<file path="src/include/lsw_defines.vh">
// register offsets, field positions, reset values and timing counts
// for the segment pattern map; included by the core file and the testbench
`ifndef LSW_DEFINES_VH
`define LSW_DEFINES_VH

`define LSW_OFS_CTRL      12'h000
`define LSW_OFS_PEN       12'h004
`define LSW_OFS_BPSEL     12'h008
`define LSW_OFS_STATUS    12'h00C
`define LSW_OFS_PAT_BASE  12'h040
`define LSW_OFS_PAT_LAST  12'h074
`define LSW_PIN_FIRST     6'd50
`define LSW_PIN_COUNT     14

`define LSW_CTRL_EN_BIT    7
`define LSW_CTRL_BLANK_BIT 6
`define LSW_CTRL_DUTY_HI   2
`define LSW_CTRL_DUTY_LO   0
`define LSW_CTRL_RESET     8'h00

`define LSW_PHASE_TIME_NS  32'd1000
`define LSW_CLK_PERIOD_NS  32'd50
`define LSW_PHASE_CYCLES   (`LSW_PHASE_TIME_NS / `LSW_CLK_PERIOD_NS)

`endif

</file>
<file path="src/core/lsw_segment_map.v">
// segment pattern map for panel pins 50..63 with phase sequencer
// assumes an apb master on pclk and an analog stage that turns the
// per-pin drive codes into bias levels
//
// Behaviour
// - an enabled frontplane pin shows a segment on for 1, off for 0.
// - an enabled backplane pin is active in phase y only when bit y is 1.
// - bit y of phase_backplane_r is set when any shown backplane pin is active in phase y.
// - a pin drives only when its enable and the global enable are set.
// - a pin with backplane select set is a backplane, else a frontplane.
// - in blank mode the patterns are ignored and all segments are off.
// - the duty field codes 0..7 give 1..8 phases starting at A.
// - the sequencer steps the enabled phases and repeats every frame.
//
// The APB interface to the registers and the address map were decided locally.
`timescale 1ns/10ps
`include "lsw_defines.vh"

module lsw_segment_map
(
   input  wire        pclk,
   input  wire        presetn,
   input  wire        psel,
   input  wire        penable,
   input  wire        pwrite,
   input  wire [11:0] paddr,
   input  wire [31:0] pwdata,
   output reg  [31:0] prdata,
   output reg         pready,
   output reg         pslverr,
   output reg  [13:0] pin_active_r,
   output reg  [13:0] pin_is_bp_r,
   output reg  [13:0] pin_level_r,
   output reg  [7:0]  phase_backplane_r,
   output reg         frame_start_r
);

   // ******************************************************
   // decode helpers
   // ******************************************************
   function [4:0] pat_index;
      input [11:0] a;
      reg   [11:0] d;
      begin
         d = a - `LSW_OFS_PAT_BASE;
         if (a >= `LSW_OFS_PAT_BASE && a <= `LSW_OFS_PAT_LAST
             && a[1:0] == 2'b00)
            pat_index = {1'b0, d[5:2]};
         else
            pat_index = 5'h1F;
      end
   endfunction

   // one decode for every fixed register, so they cannot drift apart
   function reg_hit;
      input [11:0] a;
      input [11:0] ofs;
      begin
         reg_hit = (a == ofs);
      end
   endfunction

   // ******************************************************
   // registers
   // ******************************************************
   reg  [7:0]  ctrl_r;
   reg  [13:0] pen_r;
   reg  [13:0] bpsel_r;
   reg  [7:0]  segment_pattern_regs [0:13];
   reg  [2:0]  phase_r;
   reg  [15:0] tick_r;

   wire        access = psel & penable;
   wire [4:0]  pidx   = pat_index(paddr);
   wire        is_pat = (pidx != 5'h1F);
   wire        is_ctl = reg_hit(paddr, `LSW_OFS_CTRL);
   wire        is_pen = reg_hit(paddr, `LSW_OFS_PEN);
   wire        is_bps = reg_hit(paddr, `LSW_OFS_BPSEL);
   wire        is_sts = reg_hit(paddr, `LSW_OFS_STATUS);
   wire        mapped = is_pat | is_ctl | is_pen | is_bps | is_sts;

   wire        drv_en = ctrl_r[`LSW_CTRL_EN_BIT];
   wire        blank  = ctrl_r[`LSW_CTRL_BLANK_BIT];
   wire [2:0]  duty   = ctrl_r[`LSW_CTRL_DUTY_HI:`LSW_CTRL_DUTY_LO];

   // ******************************************************
   // read mux
   // ******************************************************
   // unmapped addresses read as zero
   reg  [31:0] rd_nxt;

   always @*
   begin
      rd_nxt = 32'h0000_0000;
      if (is_ctl)
         rd_nxt = {24'h00_0000, ctrl_r};
      else if (is_pen)
         rd_nxt = {18'h0_0000, pen_r};
      else if (is_bps)
         rd_nxt = {18'h0_0000, bpsel_r};
      else if (is_sts)
         rd_nxt = {16'h0000, 5'h00, phase_r, phase_backplane_r};
      else if (is_pat)
         rd_nxt = {24'h00_0000, segment_pattern_regs[pidx[3:0]]};
   end

   // ******************************************************
   // apb slave: one wait-free access phase, error on unmapped
   // ******************************************************
   // ready rises in every access phase, so a master never waits
   always @(posedge pclk or negedge presetn)
   begin
      if (!presetn)
      begin
         pready  <= 1'b0;
         pslverr <= 1'b0;
      end
      else
      begin
         pready  <= psel & ~penable;
         pslverr <= psel & ~penable & ~mapped;
      end
   end

   // ******************************************************
   // control registers
   // ******************************************************
   // unmapped writes fall through every compare and are dropped
   always @(posedge pclk or negedge presetn)
   begin
      if (!presetn)
      begin
         ctrl_r  <= `LSW_CTRL_RESET;
         pen_r   <= 14'h0000;
         bpsel_r <= 14'h0000;
      end
      else if (access & pready & pwrite)
      begin
         if (is_ctl)
            ctrl_r <= pwdata[7:0];
         if (is_pen)
            pen_r <= pwdata[13:0];
         if (is_bps)
            bpsel_r <= pwdata[13:0];
      end
   end

   // ******************************************************
   // read data
   // ******************************************************
   // captured in the setup cycle so it stands for the access phase
   always @(posedge pclk or negedge presetn)
   begin
      if (!presetn)
         prdata <= 32'h0000_0000;
      else if (psel & ~penable & ~pwrite)
         prdata <= rd_nxt;
   end

   // ******************************************************
   // pattern memory
   // ******************************************************
   // pattern memory is not reset, contents undefined until written
   always @(posedge pclk)
   begin
      if (access & pready & pwrite & is_pat)
         segment_pattern_regs[pidx[3:0]] <= pwdata[7:0];
   end

   // ******************************************************
   // phase timer
   // ******************************************************
   // a fixed phase time stands in for the frame clock divider, which
   // lives outside this block
   wire tick_end = (tick_r == `LSW_PHASE_CYCLES - 1);

   always @(posedge pclk or negedge presetn)
   begin
      if (!presetn)
         tick_r <= 16'h0000;
      else if (!drv_en | tick_end)
         tick_r <= 16'h0000;
      else
         tick_r <= tick_r + 16'h0001;
   end

   // ******************************************************
   // phase sequencer
   // ******************************************************
   // a disabled driver holds the sequence at phase A
   always @(posedge pclk or negedge presetn)
   begin
      if (!presetn)
      begin
         phase_r       <= 3'd0;
         frame_start_r <= 1'b0;
      end
      else if (!drv_en)
      begin
         phase_r       <= 3'd0;
         frame_start_r <= 1'b0;
      end
      else if (tick_end)
      begin
         // step A.. up to the duty count, then wrap
         if (phase_r >= duty)
         begin
            phase_r       <= 3'd0;
            frame_start_r <= 1'b1;
         end
         else
         begin
            phase_r       <= phase_r + 3'd1;
            frame_start_r <= 1'b0;
         end
      end
      else
         frame_start_r <= 1'b0;
   end

   // ******************************************************
   // per-pin drive codes
   // ******************************************************
   wire [13:0] act_nxt;
   wire [13:0] bp_nxt;
   wire [13:0] lvl_nxt;
   wire [7:0]  bp_pat [0:13];
   reg  [7:0]  pb_nxt;
   integer     j;

   genvar      k;
   generate
      for (k = 0; k < `LSW_PIN_COUNT; k = k + 1)
      begin : g_pin
         wire [7:0] pat = segment_pattern_regs[k];
         wire       shw = act_nxt[k] & ~blank;
         assign act_nxt[k] = pen_r[k] & drv_en;
         assign bp_nxt[k]  = bpsel_r[k];
         // bit position equals phase, H at 7 .. A at 0
         assign lvl_nxt[k] = shw & pat[phase_r];
         assign bp_pat[k]  = (shw & bp_nxt[k]) ? pat : 8'h00;
      end
   endgenerate

   // record in which phases any shown backplane pin is active
   always @*
   begin
      pb_nxt = 8'h00;
      for (j = 0; j < `LSW_PIN_COUNT; j = j + 1)
         pb_nxt = pb_nxt | bp_pat[j];
   end

   // ******************************************************
   // output registers
   // ******************************************************
   // every output comes from a flop, one cycle after its source
   always @(posedge pclk or negedge presetn)
   begin
      if (!presetn)
         pin_active_r <= 14'h0000;
      else
         pin_active_r <= act_nxt;
   end

   always @(posedge pclk or negedge presetn)
   begin
      if (!presetn)
         pin_is_bp_r <= 14'h0000;
      else
         pin_is_bp_r <= bp_nxt;
   end

   always @(posedge pclk or negedge presetn)
   begin
      if (!presetn)
         pin_level_r <= 14'h0000;
      else
         pin_level_r <= lvl_nxt;
   end

   always @(posedge pclk or negedge presetn)
   begin
      if (!presetn)
         phase_backplane_r <= 8'h00;
      else
         phase_backplane_r <= pb_nxt;
   end

endmodule

</file>
<file path="config.mk">
export PLATFORM = sky130hd
export DESIGN_NAME = lsw_segment_map
export DESIGN_NICKNAME = d
export VERILOG_FILES = /design/src/core/lsw_segment_map.v
export VERILOG_INCLUDE_DIRS = /design/src /design/src/include
export SDC_FILE = /design/constraint.sdc
export NUM_CORES = 1
export LEC_CHECK = 0
export BUFFER_PORTS_ARGS = -buffer_cell sky130_fd_sc_hd__buf_2
export CORE_AREA = 2 2 144 146
export CTS_CLUSTER_DIAMETER = 60
export DETAILED_ROUTE_END_ITERATION = 12
export DIE_AREA = 0 0 146 148
export PLACE_DENSITY = 0.8
export SLEW_MARGIN = 20
export SYNTH_ARGS = -nofsm -noshare
export SYNTH_HDL_FRONTEND = slang
export SYNTH_SLANG_ARGS = --single-unit
</file>
<file path="constraint.sdc">
create_clock -name pclk -period 2.3 [get_ports pclk]
set_input_delay 0.46 -clock pclk [delete_from_list [all_inputs] [get_ports pclk]]
set_output_delay 0.46 -clock pclk [all_outputs]
set_load 0.1 [all_outputs]
</file>
==> impl_metrics.toml, run 1 <==
[run_status]
status = "completed"

[placed_design]
io_buffers = 97
place_inst = 1285
gp_congestion = 1.04
dp_hpwl_um = 26700

[timing]
relSlewSlack_pct = 61.5
rsz0062_at_grt = "no"
layout_worst_path_cycle_share_pct = 98.7
hold_viol_final = 0
maxSlewViolCount = 0
period_minus_slack_ns = 2.27
final-setup-viol-count = 0
tns_ns = 0
worstMarginPinSlew_ns = 0.562
finClkSkew_ns = 0.0136
hold-worst-slack_ns = 0.185
fmax_mhz = 440

[critical_path]
arrival_ns = 2.60
path_max_fanout = 28
required_ns = 2.63
worst_setup_path_start_kind = "flip-flop"
crit_type = "reg2reg"
end_kind = "flip-flop"

[yosys]
synth_top_family_by_area = "multiplexers"
synth_edf_count = 124
yosysSeqAreaShare_pct = 57.8
syn_area_sq_um = 11700
synth_ff_type = "edfxtp_1"
syn_inst = 885
synth_cell_types = 78
post_synth_xor_area_fraction_pct = 0.897
synth-compound-area-share_pct = 10.1
async_flop_share_pct = 49.6
ys_ff_latch = 246
syn_avg_cell_area_sq_um = 13.2
ys_warn_count = 0
synth-simple-area-share_pct = 11.8
synthMuxAreaShare_pct = 14.2
synthAdderAreaFrac_pct = 0.534

[clock_network]
cts_buffer_depth = 3
cts.sinks = 246
ctsResizeCount = 0
insertion_delay_ns = 0.54
cts_tree = "yes"
cts-buffers-inserted = 26
cts.clk_slew.worst_paths_ns = 0.06
postCtsSetupRepairBufs = 0
htreeDepth = 1
cts-root-buf = "clkbuf_16"

[drt]
wire_per_inst_um = 27.6
ant_nets = 0
postRouteWirelength_um = 36800
drtIter0Drc = 1335
firstDrtPassIters = 6
drcViolationCount = 0
routed_via_density = 6.55
vias = 8729

[global_route]
met2_usage_pct = 52.8
grt-busiest-layer = "met2"
antenna_found_initial = 1
grt_pass1_vias = 8683
grt_start_max_net_pins = 41
grt_use_met3_pct = 8.55
grt_util_met1_pct = 47.8
grt_pass1_wl_um = 54700
grtUsageTotal_pct = 34.3
overflow = 0

[worst_hold_path]
hold_class = "in2reg"

[final_layout]
final_nets = 1098
final_common_cell = "edfxtp_1"
syn_to_final_growth_pct = 17.0
drive_gt1_share_pct = 31.1
n_antenna_cell = 0
finalNonFillerCells = 1332
final_cell_mix = "124 x edfxtp_1, 120 x dfrtp_1, 96 x buf_2, 77 x buf_4, 72 x nor2_1"
final_core_util_pct = 68.4

[die]
floorplan.die_area_sq_um = 21600
start_util_pct = 58.5
die_w_um = 146
die_h_um = 148
core_area_sq_um = 20000
num_rows = 52
io_pins = 134

[pwr]
worst_ir_drop_vdd_uv = 748
power_density_nw_per_um2 = 693
p_leak_nw = 5.64

[run]
max_cap_viol_count = 0
## layer usage
layer,share of wire (%),up-vias
met5,0,-
met4,4.6,0
met3,12,116
met2,45,636
met1,39,4307
li1,-,3670
## cells in the mapped netlist (all sizes together) (15+ instances only)
cell	instances	area share [%]
o21ai	17	0.73
and3	24	1.3
nand3	19	0.85
mux4	35	6.7
a22oi	34	2.2
edfxtp	124	32
a222oi	15	1.3
nor3	15	0.78
nor2	75	2.5
buf	47	3.0
mux2	48	4.6
nand2	58	1.9
and2	19	1.0
dfrtp	122	26
clkbuf	31	1.4
mux2i	33	2.8
a21oi	23	0.98
## stage by stage
step | setup slack [ns] | cell area (sq um) | total power, mW
finish | 0.0295 | 13700 | 9.50
global route | 0.0934 | 13700 | 9.77
CTS | 0.172 | 13700 | 9.54
detailed placement | 0.0353 | 12800 | 5.33
global placement | 0.0653 | 12800 | 5.33
floorplan | 0.0469 | 11800 | 5.13
## final timing paths
kind	depth (start not counted)	slack, ns	to	start
min in group asynchronous	2	0.40	tick_r[4]$_DFF_PN0_	presetn
max	6	0.03	phase_backplane_r[4]$_DFF_PN0_	ctrl_r[7]$_DFFE_PN0P_
max in group asynchronous	3	1.29	bp_nxt[1]$_DFFE_PN0P_	presetn
min reg2reg	0	0.43	pin_is_bp_r[5]$_DFF_PN0_	bp_nxt[5]$_DFFE_PN0P_
min	2	0.19	pen_r[10]$_DFFE_PN0P_	pwdata[10]
max reg2reg	6	0.03	phase_backplane_r[4]$_DFF_PN0_	ctrl_r[7]$_DFFE_PN0P_
## kinds of logic after synthesis
kind of cell | after synthesis
other | 1
multiplexers | 116
AO/OA/AOI/OAI | 155
XOR/XNOR | 12
adder cells (fa/ha/maj) | 5
buffers and inverters | 87
flip-flops | 246
AND/OR/NAND/NOR | 263
## area by class of cell
cell class | instances | area, sq um
clock inverter | 16 | 178
inverter | 9 | 33.8
fill | 1469 | 6320
multi-input combinational | 581 | 4500
tap | 270 | 338
timing repair buffer | 180 | 1190
clock buffer | 30 | 697
sequential | 246 | 6780
## repair_timing
item / CTS / global route
hold buffers: 1 / 0
hold endpoints to repair: 26 / 0
endpoints found under the setup margin: 0 / 0
## critical path, cell delays in order (launching register included)
cell,delay (ns)
dfrtp_1,0.38
nor2b_1,0.16
buf_12,0.17
and3_1,0.38
a22o_1,0.34
a221oi_1,0.35
nand4_1,0.29
## state kept, by name, indices dropped and copies added, names as in the netlist, 14 cells and up
register,count
pin_level_r,14
segment_pattern_regs,124
pin_active_r,14
pin_is_bp_r,14
pen_r,14
bp_nxt,14
prdata,14
tick_r,16
## report_power, final
group,total [mW],internal (mW),switching [mW]
Combinational,0.583,0.132,0.451
Sequential,4.67,4.66,0.0137
Clock,4.25,2.51,1.73
Total,9.50,7.30,2.20
(Power assumes the default switching activity.)
==> run 2, diff against run 1 <==
- REMOVE_ABC_BUFFERS: not set -> 1
==> impl_metrics.toml, run 2 (same netlist as run 1, synthesis figures left out) <==
[run_status]
status = "completed"

[drt]
drtIter0Drc = 1214
wire_per_inst_um = 29.4
ant_nets = 0
vias = 8963
routed_via_density = 6.68
firstDrtPassIters = 7
postRouteWirelength_um = 39400
drcViolationCount = 0

[clock_network]
insertion_delay_ns = 0.54
htreeDepth = 1
cts.clk_slew.worst_paths_ns = 0.06
cts-root-buf = "clkbuf_16"
cts.sinks = 246
cts_tree = "yes"
cts_buffer_depth = 3
cts-buffers-inserted = 26
ctsResizeCount = 0

[timing]
rsz0062_at_grt = "no"
worstMarginPinSlew_ns = 0.603
tns_ns = 0
final-setup-viol-count = 0
hold-worst-slack_ns = 0.155
layout_worst_path_cycle_share_pct = 97.5
relSlewSlack_pct = 58.7
hold_viol_final = 0
finClkSkew_ns = 0.0200
maxSlewViolCount = 0
fmax_mhz = 446
period_minus_slack_ns = 2.24

[critical_path]
end_kind = "flip-flop"
arrival_ns = 2.61
path_cells = "nor2b_1 > buf_12 > and3_1 > a222oi_1 > and4_1 > nand3_1"
max_stage_delay_ns = 0.59
path_max_fanout = 22
worst_setup_path_start_kind = "flip-flop"
rrSetupSlack_ns = 0.06
crit_type = "reg2reg"
crit_slowest_cell = "a222oi_1"
required_ns = 2.66
cp_num_buf_inv = 1
crit_family = "simple AND/OR/NAND/NOR gates"

[global_route]
grt_pass1_vias = 8853
grtUsageTotal_pct = 36.7
overflow = 0
grt_pass1_wl_um = 57400
antenna_found_initial = 2
grt_start_max_net_pins = 45

[pwr]
p_leak_nw = 5.70
worst_ir_drop_vdd_uv = 659
power_density_nw_per_um2 = 686

[run]
max_cap_viol_count = 0

[final_layout]
n_fill_cell = 1447
largest_register_ffs = 124
final_cell_mix = "124 x edfxtp_1, 121 x dfrtp_1, 96 x buf_2, 83 x buf_4, 72 x nor2_1"
final_nets = 1108
n_antenna_cell = 0
regArea_sq_um = 6780
final_area_sq_um = 13800
final_common_cell = "edfxtp_1"
drive_gt1_share_pct = 31.4
final_core_util_pct = 69.0
multi_input_area_sq_um = 4500
syn_to_final_growth_pct = 17.9

[placed_design]
io_buffers = 97
placed_area_sq_um = 13000
dp_hpwl_um = 29100
gp_congestion = 1.06

[die]
start_util_pct = 58.5
die_h_um = 148
floorplan.die_area_sq_um = 21600
num_rows = 52
die_w_um = 146
core_area_sq_um = 20000
io_pins = 134

[worst_hold_path]
hold_class = "in2reg"
run 2: cell count changes in the layout (fill, tap and decap cells not counted), sizes merged:
cell / delta
clkinv: +2
clkinvlp: -4
buf: +10
clkbuf: +1
inv: +1
run 2: final timing paths:
| path | start | end | cells after the start |
|---|---|---|---|
| hold reg to reg | bp_nxt[13]$_DFFE_PN0P_ | pin_is_bp_r[13]$_DFF_PN0_ | 0 |
| setup / recovery | ctrl_r[7]$_DFFE_PN0P_ | phase_backplane_r[5]$_DFF_PN0_ | 6 |
| hold / removal | pwdata[12] | pen_r[12]$_DFFE_PN0P_ | 2 |
| min in group asynchronous | presetn | tick_r[8]$_DFF_PN0_ | 2 |
| max in group asynchronous | presetn | phase_r[0]$_DFFE_PN0N_ | 3 |
| setup reg to reg | ctrl_r[7]$_DFFE_PN0P_ | phase_backplane_r[5]$_DFF_PN0_ | 6 |
run 2: layout make-up:
cell class	instances	share of cell area, %
clock buffers	31	5.00
clock inverters	15	1.18
inverters	9	0.244
multi-input cells	581	32.6
flip-flops and latches	246	49.0
well taps	270	2.44
repair buffers	190	9.51
run 2: per-stage QoR:
stage          std cells  power [mW]  setup WS [ns]
2_1_floorplan        836        5.05         -0.323
4_1_cts             1342        9.51          0.177
5_1_grt             1342        9.72         0.0553
3_3_place_gp        1295        5.36         -0.185
3_5_place_dp        1295        5.36         -0.112
6_report            1342        9.48         0.0585
run 2: power by group:
part	internal, mW	switching [mW]
Combinational	0.143	0.475
Sequential	4.66	0.0118
Clock	2.48	1.71
Total	7.28	2.19
run 2: what timing repair did:
action / 4_1_cts / 5_1_grt
hold buffers: 1 / 0
endpoints found under the setup margin: 0 / 0
buffers inserted: 0 / 0
endpoints found under the hold margin: 30 / 0
run 2: metal layers:
metal	vias to the layer above	wire (um)	global-route usage (%)	share of wire, %
met5	-	0	0	0
met4	0	2240	18.3	5.7
met3	136	4290	6.17	11
met2	692	17800	56.7	45
met1	4450	15100	51.1	38
li1	3685	-	-	-
